===== config.mk =====
export PLATFORM = sky130hd
export DESIGN_NAME = pcd_cue_decoder
export DESIGN_NICKNAME = d
export VERILOG_FILES = /design/src/hdl/pcd_pkg.sv /design/src/hdl/pcd_chan_if.sv /design/src/hdl/pcd_cue_decoder.sv /design/src/hdl/pcd_channel.sv
export VERILOG_INCLUDE_DIRS = /design/src /design/src/hdl
export SDC_FILE = /design/constraint.sdc
export NUM_CORES = 1
export LEC_CHECK = 0
export BUFFER_PORTS_ARGS = -buffer_cell sky130_fd_sc_hd__buf_2
export CORE_MARGIN = 5
export CORE_UTILIZATION = 25
export CTS_BUF_LIST = sky130_fd_sc_hd__clkbuf_8
export CTS_CLUSTER_DIAMETER = 100
export DETAILED_ROUTE_END_ITERATION = 10
export GPL_ROUTABILITY_DRIVEN = 0
export SYNTH_ARGS = -nofsm -noshare
export SYNTH_HDL_FRONTEND = slang
export SYNTH_SLANG_ARGS = --single-unit

===== constraint.sdc =====
create_clock -name sys_clk -period 4.9 [get_ports sys_clk]
set_input_delay 0.245 -clock sys_clk [delete_from_list [all_inputs] [get_ports sys_clk]]
set_output_delay 0.245 -clock sys_clk [all_outputs]
set_load 0.005 [all_outputs]

===== src/hdl/pcd_defs.svh =====
`ifndef PCD_DEFS_SVH
`define PCD_DEFS_SVH
/*
 Offsets, field positions, reset values and timing figures of the cue command decoder.
 Assumes a 25 MHz system clock and a 12-bit APB byte address.
*/

`define PCD_CLK_HZ        25000000
`define PCD_BLEND_SHORT_S 2
`define PCD_BLEND_MED_S   4
`define PCD_BLEND_LONG_S  8
`define PCD_LVL_STEPS     256
`define PCD_SEQ_RATE_HZ   10
`define PCD_CUE_START     12'h001
`define PCD_MEM_DEPTH     16

`define PCD_ADDR_PANEL    12'h000
`define PCD_ADDR_STAGE    12'h004
`define PCD_ADDR_STATUS   12'h008
`define PCD_ADDR_TRAY     12'h00c

`define PCD_PNL_OVR       0
`define PCD_PNL_MEMISO    1
`define PCD_PNL_REMISO    2
`define PCD_PNL_DMODE_LO  3
`define PCD_PNL_DMODE_HI  4
`define PCD_PNL_PLAY      5
`define PCD_PNL_TAPEON    6
`define PCD_PNL_TAPEREC   7
`define PCD_PNL_AUXFIT    8

`define PCD_STG_ENTRY_HI  8
`define PCD_STG_CUE       16
`define PCD_STG_HOME      17
`endif


===== src/hdl/pcd_pkg.sv =====
/*
 Types shared by the cue command decoder and its screen channels.
 Assumes pcd_defs.svh for all numeric constants.
*/
package pcd_pkg;
	typedef enum logic [3:0] {
		CMD_NONE, CMD_CUT, CMD_BLEND_SHORT, CMD_BLEND_MEDIUM, CMD_BLEND_LONG,
		CMD_LAMP_SWAP, CMD_TRAY_ADVANCE, CMD_TRAY_BACK, CMD_AUX, CMD_START, CMD_STOP
	} pcd_cmd_t;
	typedef enum logic [1:0] {DM_NORMAL, DM_STANDBY, DM_ISOLATE} pcd_dmode_t;
	typedef struct packed {
		logic       right;
		logic       left;
		logic [2:0] screens;
		logic [3:0] cmd;
	} pcd_entry_t;
	typedef struct packed {
		logic        litL, litR, pendL, pendR;
		logic [7:0]  lvlL, lvlR, oLvlL, oLvlR;
		logic [23:0] stepCnt, stepLen;
		logic [3:0]  posL, posR;
		logic        oAdvL, oAdvR, oBackL, oBackR;
	} pcd_chan_st_t;
	typedef struct packed {
		logic        kbdOvr, memIso, remIso, play, tapeOn, tapeRec, auxFit;
		logic [1:0]  dmode;
		pcd_entry_t  stage;
		logic [11:0] cueBcd;
		logic [3:0]  cueIdx;
		logic        seqRun, seqDue;
		logic [23:0] seqCnt;
		logic        auxLatchSt, auxLatchOut, remInd, isoInd, recValid;
		logic [2:0]  auxOut;
		pcd_entry_t  recData;
		logic [31:0] prdata;
	} pcd_top_st_t;
endpackage


===== src/hdl/pcd_chan_if.sv =====
/*
 Link between the decoder core and one screen channel.
 Assumes one instance per projector pair.
*/
`timescale 1ns/1ps
interface pcd_chan_if;
	logic       go, selL, selR, lampsOff, outIsolate;
	logic [3:0] cmd;
	logic [7:0] lvlL, lvlR;
	logic       advL, advR, backL, backR, litL, litR, busy;
	logic [3:0] posL, posR;
	modport ctrl (output go, cmd, selL, selR, lampsOff, outIsolate,
		input lvlL, lvlR, advL, advR, backL, backR, litL, litR, busy, posL, posR);
	modport chan (input go, cmd, selL, selR, lampsOff, outIsolate,
		output lvlL, lvlR, advL, advR, backL, backR, litL, litR, busy, posL, posR);
endinterface


===== src/hdl/pcd_cue_decoder.sv =====
/*
 Cue command decoder top: APB panel registers, staged entry, cue commit,
 program memory, play sequencer, tape port, aux outputs and three screen channels.
 Assumes a 25 MHz sys_clk, an APB master on the same clock and synchronous pins.
*/
`timescale 1ns/1ps
`include "pcd_defs.svh"
module pcd_cue_decoder
	import pcd_pkg::*;
#(
	parameter int unsigned SEQ_CYC         = `PCD_CLK_HZ / `PCD_SEQ_RATE_HZ,
	parameter int unsigned BLEND_SHORT_CYC = `PCD_BLEND_SHORT_S * `PCD_CLK_HZ / `PCD_LVL_STEPS,
	parameter int unsigned BLEND_MED_CYC   = `PCD_BLEND_MED_S * `PCD_CLK_HZ / `PCD_LVL_STEPS,
	parameter int unsigned BLEND_LONG_CYC  = `PCD_BLEND_LONG_S * `PCD_CLK_HZ / `PCD_LVL_STEPS
)(
	input  wire logic        sys_clk,
	input  wire logic        reset_n,
	input  wire logic [11:0] paddr,
	input  wire logic        psel,
	input  wire logic        penable,
	input  wire logic        pwrite,
	input  wire logic [31:0] pwdata,
	output wire logic [31:0] prdata,
	output wire logic        pready,
	output wire logic        pslverr,
	input  wire logic        remoteCue,
	output wire logic        remoteInd,
	output wire logic        isolateInd,
	input  wire logic        tapePlayValid,
	input  wire logic [8:0]  tapePlayData,
	output wire logic        tapeRecValid,
	output wire logic [8:0]  tapeRecData,
	output wire logic [47:0] lampLevel,
	output wire logic [5:0]  trayAdvance,
	output wire logic [5:0]  trayBack,
	output wire logic [2:0]  auxPulse,
	output wire logic        auxLatch,
	output wire logic [11:0] cueCount
);
	pcd_top_st_t st_r, st_nxt;
	pcd_entry_t  progMem [`PCD_MEM_DEPTH];
	pcd_entry_t  staged, ex, memAtIdx;
	logic        wrAcc, wrStage, commit, kbdGo, seqGo, tapeGo, exGo, store, memWe;
	logic        mapped, isoNxt;
	logic [5:0]  chanLit;
	logic [2:0]  chanBusy;
	logic [23:0] chanPos;
	logic [3:0]  lastIdx;

	pcd_chan_if chIf [3] ();

	function automatic logic [11:0] bcdInc(input logic [11:0] v);
		logic [11:0] r;
		r = v;
		if (r[3:0] != 4'h9) begin
			r[3:0] = r[3:0] + 4'h1;
		end else begin
			r[3:0] = 4'h0;
			if (r[7:4] != 4'h9) begin
				r[7:4] = r[7:4] + 4'h1;
			end else begin
				r[7:4] = 4'h0;
				r[11:8] = (r[11:8] == 4'h9) ? 4'h0 : r[11:8] + 4'h1;
			end
		end
		return r;
	endfunction

	assign memAtIdx = progMem[st_r.cueIdx];

	always_comb begin
		st_nxt = st_r;
		st_nxt.auxOut = 3'h0;
		st_nxt.recValid = 1'b0;
		wrAcc = psel && penable && pwrite;
		wrStage = wrAcc && paddr == `PCD_ADDR_STAGE;
		staged = wrStage ? (st_r.stage | pcd_entry_t'(pwdata[`PCD_STG_ENTRY_HI:0])) : st_r.stage;
		// The panel cue key and an enabled remote are the only keyboard commits.
		commit = (wrStage && pwdata[`PCD_STG_CUE]) || (remoteCue && !st_r.remIso);
		kbdGo = commit && (!st_r.seqRun || st_r.kbdOvr);
		seqGo = st_r.seqDue && !kbdGo;
		// A tape entry that meets a keyboard or sequence slot is dropped, not queued.
		tapeGo = tapePlayValid && st_r.tapeOn && !st_r.tapeRec && !kbdGo && !st_r.seqDue;
		exGo = kbdGo || seqGo || tapeGo;
		if (kbdGo)
			ex = staged;
		else if (seqGo)
			ex = memAtIdx;
		else if (tapeGo)
			ex = pcd_entry_t'(tapePlayData);
		else
			ex = '0;
		store = (kbdGo && !st_r.play) || tapeGo;
		memWe = store && !st_r.memIso;

		if (wrAcc && paddr == `PCD_ADDR_PANEL) begin
			st_nxt.kbdOvr = pwdata[`PCD_PNL_OVR];
			st_nxt.memIso = pwdata[`PCD_PNL_MEMISO];
			st_nxt.remIso = pwdata[`PCD_PNL_REMISO];
			st_nxt.dmode = pwdata[`PCD_PNL_DMODE_HI:`PCD_PNL_DMODE_LO];
			st_nxt.play = pwdata[`PCD_PNL_PLAY];
			st_nxt.tapeOn = pwdata[`PCD_PNL_TAPEON];
			st_nxt.tapeRec = pwdata[`PCD_PNL_TAPEREC];
			st_nxt.auxFit = pwdata[`PCD_PNL_AUXFIT];
		end
		if (wrStage)
			st_nxt.stage = staged;
		if (commit)
			st_nxt.stage = '0;

		if (store || seqGo) begin
			st_nxt.cueBcd = bcdInc(st_r.cueBcd);
			st_nxt.cueIdx = st_r.cueIdx + 4'h1;
		end
		if (seqGo) begin
			st_nxt.seqDue = 1'b0;
			if (ex.cmd == CMD_STOP)
				st_nxt.seqRun = 1'b0;
		end
		if (st_r.seqRun) begin
			if (st_r.seqCnt >= 24'(SEQ_CYC) - 24'h000001) begin
				st_nxt.seqCnt = 24'h000000;
				st_nxt.seqDue = 1'b1;
			end else begin
				st_nxt.seqCnt = st_r.seqCnt + 24'h000001;
			end
		end
		if (kbdGo && st_r.play && ex.cmd == CMD_START && !st_r.seqRun) begin
			st_nxt.seqRun = 1'b1;
			st_nxt.seqCnt = 24'h000000;
		end
		if (!st_r.play) begin
			st_nxt.seqRun = 1'b0;
			st_nxt.seqDue = 1'b0;
		end
		if (wrStage && pwdata[`PCD_STG_HOME]) begin
			st_nxt.cueBcd = `PCD_CUE_START;
			st_nxt.cueIdx = 4'h0;
			st_nxt.seqRun = 1'b0;
			st_nxt.seqDue = 1'b0;
		end

		isoNxt = st_nxt.dmode == DM_ISOLATE;
		if (exGo && ex.cmd == CMD_AUX) begin
			if (ex.screens != 3'h0)
				st_nxt.auxOut = isoNxt ? 3'h0 : ex.screens;
			else if (st_r.auxFit)
				st_nxt.auxLatchSt = !st_r.auxLatchSt;
		end
		st_nxt.auxLatchOut = st_nxt.auxLatchSt && !isoNxt;
		st_nxt.isoInd = isoNxt;
		st_nxt.remInd = remoteCue;
		if (exGo && st_r.tapeOn && st_r.tapeRec) begin
			st_nxt.recValid = 1'b1;
			st_nxt.recData = ex;
		end

		if (psel && !penable) begin
			unique case (paddr)
				`PCD_ADDR_PANEL: st_nxt.prdata = {23'h0, st_r.auxFit, st_r.tapeRec,
					st_r.tapeOn, st_r.play, st_r.dmode, st_r.remIso, st_r.memIso, st_r.kbdOvr};
				`PCD_ADDR_STAGE:  st_nxt.prdata = {23'h0, st_r.stage};
				`PCD_ADDR_STATUS: st_nxt.prdata = {9'h0, chanLit, chanBusy, st_r.seqRun,
					st_r.auxLatchSt, st_r.cueBcd};
				`PCD_ADDR_TRAY:   st_nxt.prdata = {8'h0, chanPos};
				default:          st_nxt.prdata = 32'h0;
			endcase
		end
	end

	always_ff @(posedge sys_clk or negedge reset_n) begin
		if (!reset_n)
			st_r <= '{cueBcd: `PCD_CUE_START, default: '0};
		else
			st_r <= st_nxt;
	end

	// Memory is cleared at reset so a sequence never replays stale entries.
	always_ff @(posedge sys_clk or negedge reset_n) begin
		if (!reset_n) begin
			for (int k = 0; k < `PCD_MEM_DEPTH; k++)
				progMem[k] <= '0;
		end else if (memWe) begin
			progMem[st_r.cueIdx] <= ex;
		end
	end

	always_ff @(posedge sys_clk or negedge reset_n) begin
		if (!reset_n)
			lastIdx <= 4'h0;
		else
			lastIdx <= st_r.cueIdx;
	end

	for (genvar i = 0; i < 3; i++) begin : g_chan
		assign chIf[i].go         = exGo && ex.screens[i];
		assign chIf[i].cmd        = ex.cmd;
		assign chIf[i].selL       = ex.left;
		assign chIf[i].selR       = ex.right;
		assign chIf[i].lampsOff   = st_r.dmode == DM_STANDBY;
		assign chIf[i].outIsolate = st_r.dmode == DM_ISOLATE;
		assign lampLevel[16*i +: 16] = {chIf[i].lvlR, chIf[i].lvlL};
		assign trayAdvance[2*i +: 2] = {chIf[i].advR, chIf[i].advL};
		assign trayBack[2*i +: 2]    = {chIf[i].backR, chIf[i].backL};
		assign chanLit[2*i +: 2]     = {chIf[i].litR, chIf[i].litL};
		assign chanPos[8*i +: 8]     = {chIf[i].posR, chIf[i].posL};
		assign chanBusy[i]           = chIf[i].busy;
		pcd_channel #(
			.SHORT_CYC (BLEND_SHORT_CYC),
			.MED_CYC   (BLEND_MED_CYC),
			.LONG_CYC  (BLEND_LONG_CYC)
		) u_chan (
			.sys_clk (sys_clk),
			.reset_n (reset_n),
			.ch      (chIf[i].chan)
		);
	end

	assign mapped = paddr inside {`PCD_ADDR_PANEL, `PCD_ADDR_STAGE, `PCD_ADDR_STATUS,
		`PCD_ADDR_TRAY};
	assign pready       = 1'b1;
	assign pslverr      = psel && penable && !mapped;
	assign prdata       = st_r.prdata;
	assign remoteInd    = st_r.remInd;
	assign isolateInd   = st_r.isoInd;
	assign tapeRecValid = st_r.recValid;
	assign tapeRecData  = st_r.recData;
	assign auxPulse     = st_r.auxOut;
	assign auxLatch     = st_r.auxLatchOut;
	assign cueCount     = st_r.cueBcd;
endmodule


===== src/hdl/pcd_channel.sv =====
/*
 One screen channel: lamp blend between a projector pair and tray tracking.
 Assumes a one-cycle go strobe from the decoder core.
*/
`timescale 1ns/1ps
`include "pcd_defs.svh"
module pcd_channel
	import pcd_pkg::*;
#(
	parameter int unsigned SHORT_CYC = 1,
	parameter int unsigned MED_CYC   = 1,
	parameter int unsigned LONG_CYC  = 1
)(
	input wire logic sys_clk,
	input wire logic reset_n,
	pcd_chan_if.chan ch
);
	pcd_chan_st_t st_r, st_nxt;
	logic [1:0]   mask, newLit, dark, sel;
	logic         trans, ramping, tick, tray, tray_advance_cmd;

	always_comb begin
		st_nxt = st_r;
		{st_nxt.oAdvL, st_nxt.oAdvR, st_nxt.oBackL, st_nxt.oBackR} = 4'h0;
		trans = ch.go && ch.cmd inside {CMD_CUT, CMD_BLEND_SHORT, CMD_BLEND_MEDIUM,
			CMD_BLEND_LONG, CMD_LAMP_SWAP};
		mask = (ch.selL || ch.selR) ? {ch.selL, ch.selR} :
			(st_r.litL || st_r.litR) ? 2'b11 : 2'b10;
		newLit = {st_r.litL, st_r.litR} ^ mask;
		dark = {st_r.litL, st_r.litR} & ~newLit;
		ramping = (st_r.lvlL != {8{st_r.litL}}) || (st_r.lvlR != {8{st_r.litR}});
		tick = ramping && (st_r.stepCnt >= st_r.stepLen - 24'h000001);
		if (ramping) begin
			st_nxt.stepCnt = tick ? 24'h000000 : st_r.stepCnt + 24'h000001;
			if (tick) begin
				if (st_r.lvlL != {8{st_r.litL}})
					st_nxt.lvlL = st_r.litL ? st_r.lvlL + 8'h01 : st_r.lvlL - 8'h01;
				if (st_r.lvlR != {8{st_r.litR}})
					st_nxt.lvlR = st_r.litR ? st_r.lvlR + 8'h01 : st_r.lvlR - 8'h01;
			end
		end else if (st_r.pendL || st_r.pendR) begin
			{st_nxt.oAdvL, st_nxt.oAdvR} = {st_r.pendL, st_r.pendR};
			st_nxt.posL = st_r.posL + {3'h0, st_r.pendL};
			st_nxt.posR = st_r.posR + {3'h0, st_r.pendR};
			{st_nxt.pendL, st_nxt.pendR} = 2'b00;
		end
		if (trans) begin
			{st_nxt.litL, st_nxt.litR} = newLit;
			st_nxt.stepCnt = 24'h000000;
			unique case (ch.cmd)
				CMD_BLEND_SHORT:  st_nxt.stepLen = 24'(SHORT_CYC);
				CMD_BLEND_MEDIUM: st_nxt.stepLen = 24'(MED_CYC);
				CMD_BLEND_LONG:   st_nxt.stepLen = 24'(LONG_CYC);
				default: begin
					st_nxt.lvlL = {8{newLit[1]}};
					st_nxt.lvlR = {8{newLit[0]}};
				end
			endcase
			if (ch.cmd != CMD_LAMP_SWAP)
				{st_nxt.pendL, st_nxt.pendR} = {st_nxt.pendL, st_nxt.pendR} | dark;
		end
		tray = ch.go && (ch.cmd == CMD_TRAY_ADVANCE || ch.cmd == CMD_TRAY_BACK);
		tray_advance_cmd = ch.cmd == CMD_TRAY_ADVANCE;
		sel = (ch.selL || ch.selR) ? {ch.selL, ch.selR} : 2'b11;
		if (tray && sel[1]) begin
			st_nxt.posL = tray_advance_cmd ? st_nxt.posL + 4'h1 : st_nxt.posL - 4'h1;
			st_nxt.oAdvL = st_nxt.oAdvL || tray_advance_cmd;
			st_nxt.oBackL = !tray_advance_cmd;
		end
		if (tray && sel[0]) begin
			st_nxt.posR = tray_advance_cmd ? st_nxt.posR + 4'h1 : st_nxt.posR - 4'h1;
			st_nxt.oAdvR = st_nxt.oAdvR || tray_advance_cmd;
			st_nxt.oBackR = !tray_advance_cmd;
		end
		// Tracking above runs on regardless; only what leaves the pins is muted.
		st_nxt.oLvlL = (ch.lampsOff || ch.outIsolate) ? 8'h00 : st_nxt.lvlL;
		st_nxt.oLvlR = (ch.lampsOff || ch.outIsolate) ? 8'h00 : st_nxt.lvlR;
		if (ch.outIsolate)
			{st_nxt.oAdvL, st_nxt.oAdvR, st_nxt.oBackL, st_nxt.oBackR} = 4'h0;
	end

	always_ff @(posedge sys_clk or negedge reset_n) begin
		if (!reset_n)
			st_r <= '0;
		else
			st_r <= st_nxt;
	end

	assign ch.lvlL  = st_r.oLvlL;
	assign ch.lvlR  = st_r.oLvlR;
	assign ch.advL  = st_r.oAdvL;
	assign ch.advR  = st_r.oAdvR;
	assign ch.backL = st_r.oBackL;
	assign ch.backR = st_r.oBackR;
	assign ch.litL  = st_r.litL;
	assign ch.litR  = st_r.litR;
	assign ch.posL  = st_r.posL;
	assign ch.posR  = st_r.posR;
	assign ch.busy  = ramping || st_r.pendL || st_r.pendR;
endmodule


Yosys cells after proc, flatten, opt, wreduce, memory -nomap -nowiden
Cells that the tools add are included.
{ "word_totals": {"wordCells": 461, "in_bits": 60, "ff_bits": 541, "out_inout_bits": 122} }
{ "classes": {"bitwise": 14, "n_lt_le_gt_ge": 6, "eq_ne": 30, "muxes": 125, "n_addsub": 41, "n_reduce_logical": 103} }
{ "op_table": {"columns": ["op", "count"], "rows": [
  ["$mux 24", 8],
  ["$mux 16", 10],
  ["$mux 8", 19],
  ["$bwmux 144", 1],
  ["$mux 48", 3],
  ["$add 24x1->24 const B", 4],
  ["$pmux 24 s4", 1],
  ["$mux 9", 9],
  ["$mux 4", 19],
  ["$ge 24x24->1", 3],
  ["$mux 18", 4],
  ["$pmux 24 s3", 1],
  ["$sub 24x1->24 const B", 3],
  ["$mux 10", 6],
  ["$add 8x1->8 const B", 6],
  ["$ne 8x8->1", 6],
  ["$sub 8x1->8 const B", 6],
  ["$logic_and 1x1->1", 43],
  ["$add 4x1->4 const B", 10],
  ["$bmux 9 s4", 1],
  ["$demux 9 s4", 1],
  ["$mux 2", 16],
  ["$logic_or 1x1->1", 30],
  ["$mux 25", 1],
  ["34 further kinds", 108]
]} }

Longest topological paths before layout
{ "logic_depth": {"ltp_word": 21, "depth_mapped": 18, "ltp_nobuf": 16} }

Cells and area by module
A second synthesis with hierarchy kept.
{ "unflattened": {"hier_cells": 2793, "area_unflattened_um2": 28461.0} }
{ "by_module_without_submodules": {"columns": ["module", "area_per_inst_um2", "seq_area_each_um2", "instances", "cells_per_inst"], "rows": [
  ["pcd_cue_decoder", 11994.0, 6132.1, 1, 1001],
  ["pcd_channel (g_chan[1].u_chan)", 5565.3, 1976.9, 1, 612],
  ["pcd_channel (g_chan[2].u_chan)", 5482.8, 1976.9, 1, 599],
  ["pcd_channel (g_chan[0].u_chan)", 5418.9, 1976.9, 1, 581]
]} }

Least setup slack after synthesis
OpenSTA, ideal clock, no wires.
{ "synth_timing": {"kind": "register to register", "start": "register st_r[75] (netlist name)", "end": "register g_chan[1].u_chan.st_r (netlist bit g_chan[1].u_chan.ch.posR[3])", "path_slack_ns": 0.664, "stages_incl_launch_ff": 16, "n_path_buf": 3, "arrival_ns": 4.111, "required_time_ns": 4.775, "period_less_slack_ns": 4.236, "setup_ns": 0.125, "path_cell_list": "dfrtp_1 buf_6 buf_6 mux4_2 a22oi_1 nand3_1 a221oi_1 a21o_1 buf_2 nand3_1 ha_1 a21o_1 a31oi_1 xnor2_1 nor2_1 xnor2_1"} }
{ "synth_lines": {"columns": ["element", "line_no", "text"], "rows": [
  ["start, declared", "pcd_cue_decoder.sv:40", "pcd_top_st_t st_r, st_nxt;"],
  ["start signal, assigned", "pcd_cue_decoder.sv:175", "st_r <= st_nxt;"],
  ["end signal, assigned", "pcd_channel.sv:86", "st_r <= st_nxt;"],
  ["end, declared", "pcd_channel.sv:18", "pcd_chan_st_t st_r, st_nxt;"]
]} }

==> run metrics <==
Synth cell types 82; fin util 28.7%; H-tree levels 3; placed wire-length estimate 52,700 microns; # Post-CTS Setup Buffers 0; # rows 120; placed cell area 29,000 sq um; Pwr Total 12.6 mW; Max Cap Violations 0; initial core utilization 25.2%; P_leak 14.3 nW; dpl ws 381 ps; Top delay family on crit path simple AND/OR/NAND/NOR gates; port bufs 151; Worst VDD drop 209 uV; CP Launch Type flip-flop; PnR worst setup slack 390 ps; CP Data Arrival Time 5070 ps; Non-Filler Cell Area, Final 30,900 sq um; Clock Skew 65.0 ps; status complete, no violations; critical-path cell list nor4_1 > nand3b_1 > nor2_1 > xnor2_1 > ha_1 > nand4_1 > or2_2 > a2111oi_0 > a211oi_2 > nor2_1 > mux2_2 > mux2_2 > and2_1; Required @ worst endpoint 5460 ps; Final period util 92.0%; Mapped Cells 2,567; Avg Cell Area, Syn 10.6 sq um; synthesized area 27,100 sq um; Pwr Density 407 nW/um^2; GR Util All Layers 12.4%; register area share after synthesis 44.5%; post-cts sizing count 0; DRT iter0 DRCs 1,196; FILL cells 11.2k; Finish-stage setup viols 0; vias in the first global route 19.8k; Synth area leaders dfrtp_1 (44%), mux2_2 (8.1%), ha_1 (6.9%); layout cells sized above 1 23.1%; Num Clock Sinks 482; endpoints failing hold 0; P&R area growth vs syn 13.9%; max-slew violations 0; fmax 222 MHz; ANT nets after route 0; number of flops mapped to enable cells by yosys 0; Nets 2,903; hold buffer count at CTS 13; Primary FF master, synth dfrtp_1; cts bufs inserted 82; worst skew pair latency 720 ps; antenna violations before repair 14; clk root buf clkbuf_8; Fin Setup TNS 0 ps; vias per std cell 4.73; Core Footprint 108,000 sq um; DRT Wirelength 72,700 microns; drt pass-1 iters 6; crit-path max cell delay 510 ps; via count 19.7k; DR WL/cell 17.5 microns; synthesized flop and latch total 482; Ports 182; Worst path slowest cell nor4_1; Crit. End Element flip-flop; Bufs on Longest Clock Path 3; drt drc 0; Setup CP Type flip-flop to flip-flop; cell taking the most area after synthesis dfrtp_1; most frequent cells in the layout dfrtp_1 (480), nor2_1 (213), nand2_1 (203), mux2_2 (196), a21oi_1 (157); FFs w/ async S/R, synth 100%; Min-Delay Path Class primary input to flip-flop; Die Y 339 microns; Crit Path Max Fanout 9; Tmin final 4510 ps; RSZ-0062 raised after global routing no; Yosys warnings 0; grt ovf 0; commonest non-fill, non-tap cell in the layout dfrtp_1; Worst-path clk slew 60 ps; Die X-Extent 339 microns; Synth top area share 44.4%; Die ar. 115,000 sq um; pin count of the biggest net entering global routing 117; Max transition margin 35.7%; CTS tree yes; first-pass GRT wire length 115,000 microns; crit path buf inv count 0; Slew @ Worst Pin 955 ps
==> worst reg2reg max path: stages, from the launching register on <==
cell       delay [ps]
dfrtp_1           470
nor4_1            510
nand3b_1          190
nor2_1            500
xnor2_1           140
ha_1              310
nand4_1           120
or2_2             300
a2111oi_0         380
a211oi_2          230
nor2_1            400
mux2_2            380
mux2_2            270
and2_1            160
==> flip-flops by register name, summed over array words and instances (netlist names), 3 cells and up <==
| signal | cells |
|---|---|
| cueCount | 12 |
| g_chan.u_chan.ch.litL | 3 |
| g_chan.u_chan.ch.advL | 3 |
| progMem | 144 |
| tapeRecData | 9 |
| g_chan.u_chan.ch.posR | 12 |
| prdata | 24 |
| g_chan.u_chan.ch.lvlL | 24 |
| g_chan.u_chan.st_r | 147 |
| g_chan.u_chan.ch.backL | 3 |
| g_chan.u_chan.ch.lvlR | 24 |
| g_chan.u_chan.ch.litR | 3 |
| g_chan.u_chan.ch.advR | 3 |
| st_r | 49 |
| g_chan.u_chan.ch.backR | 3 |
| g_chan.u_chan.ch.posL | 12 |
| auxPulse | 3 |
==> metrics by stage <==
stage,instances,hold slack (ps)
floorplan,2574,-50.6
finish,4156,117
detailed placement,3987,382
global route,4153,96.6
CTS,4149,50.1
global placement,3987,386
==> logic make-up (layout without fill, tap and decap cells) <==
| logic type | after synthesis | in the layout | synth area share (%) |
|---|---|---|---|
| xor+xnor | 156 | 156 | 5.04 |
| compound gates | 484 | 484 | 11.3 |
| flops | 482 | 482 | 44.5 |
| fa+ha+maj | 162 | 162 | 7.80 |
| simple gates | 754 | 754 | 13.4 |
| mux | 259 | 259 | 12.3 |
| buf+inv | 268 | 440 | 5.62 |
| other cells | 2 | 16 | 0.0277 |
==> power breakdown <==
part	switching, mW	internal [mW]	total [mW]
clock	1.79	2.08	3.87
combinational	1.84	1.76	3.59
sequential	0.554	4.56	5.11
total	4.18	8.40	12.6
==> Yosys cell counts, types with 39 or more instances <==
cell / count
a21o_1: 54
a21oi_1: 161
and2_1: 49
buf_4: 119
clkbuf_1: 62
dfrtp_1: 481
ha_1: 150
inv_1: 57
mux2_2: 196
mux4_2: 39
nand2_1: 203
nand3_1: 58
nor2_1: 213
o21ai_0: 106
xnor2_1: 77
xor2_1: 79
==> path summary, 6_finish.rpt <==
check,start,end,slack [ps],depth (start not counted)
setup / recovery,g_chan[2].u_chan.st_r[27],g_chan[2].u_chan.ch.lvlR[2],390,13
hold / removal,paddr[3],st_r[100],120,5
setup reg to reg,g_chan[2].u_chan.st_r[27],g_chan[2].u_chan.ch.lvlR[2],390,13
hold reg to reg,prdata[22],prdata[22],470,2
max in group asynchronous,reset_n,progMem[15],3480,3
min in group asynchronous,reset_n,g_chan[1].u_chan.st_r[50],160,2
==> metal layers <==
metal  track usage [%]  vias up  share of wire, %
li1                  -     9280                 -
met1              16.7     9716                45
met2              19.2      526                45
met3              3.84      126               7.8
met4              3.75        6               2.2
met5                 0        -             0.047
==> cell type report <==
type | count | area, sq um | share of cell area, %
Antenna cell | 7 | 17.5 | 0.0567
Clock buffer | 100 | 1380 | 4.45
Clock inverter | 49 | 363 | 1.17
Inverter | 58 | 218 | 0.705
Multi-Input combinational cell | 1824 | 13600 | 44.1
Sequential cell | 482 | 12100 | 39.0
Tap cell | 1403 | 1760 | 5.68
Timing Repair Buffer | 233 | 1480 | 4.78
No activity file was read; power rests on OpenSTA's default activity.
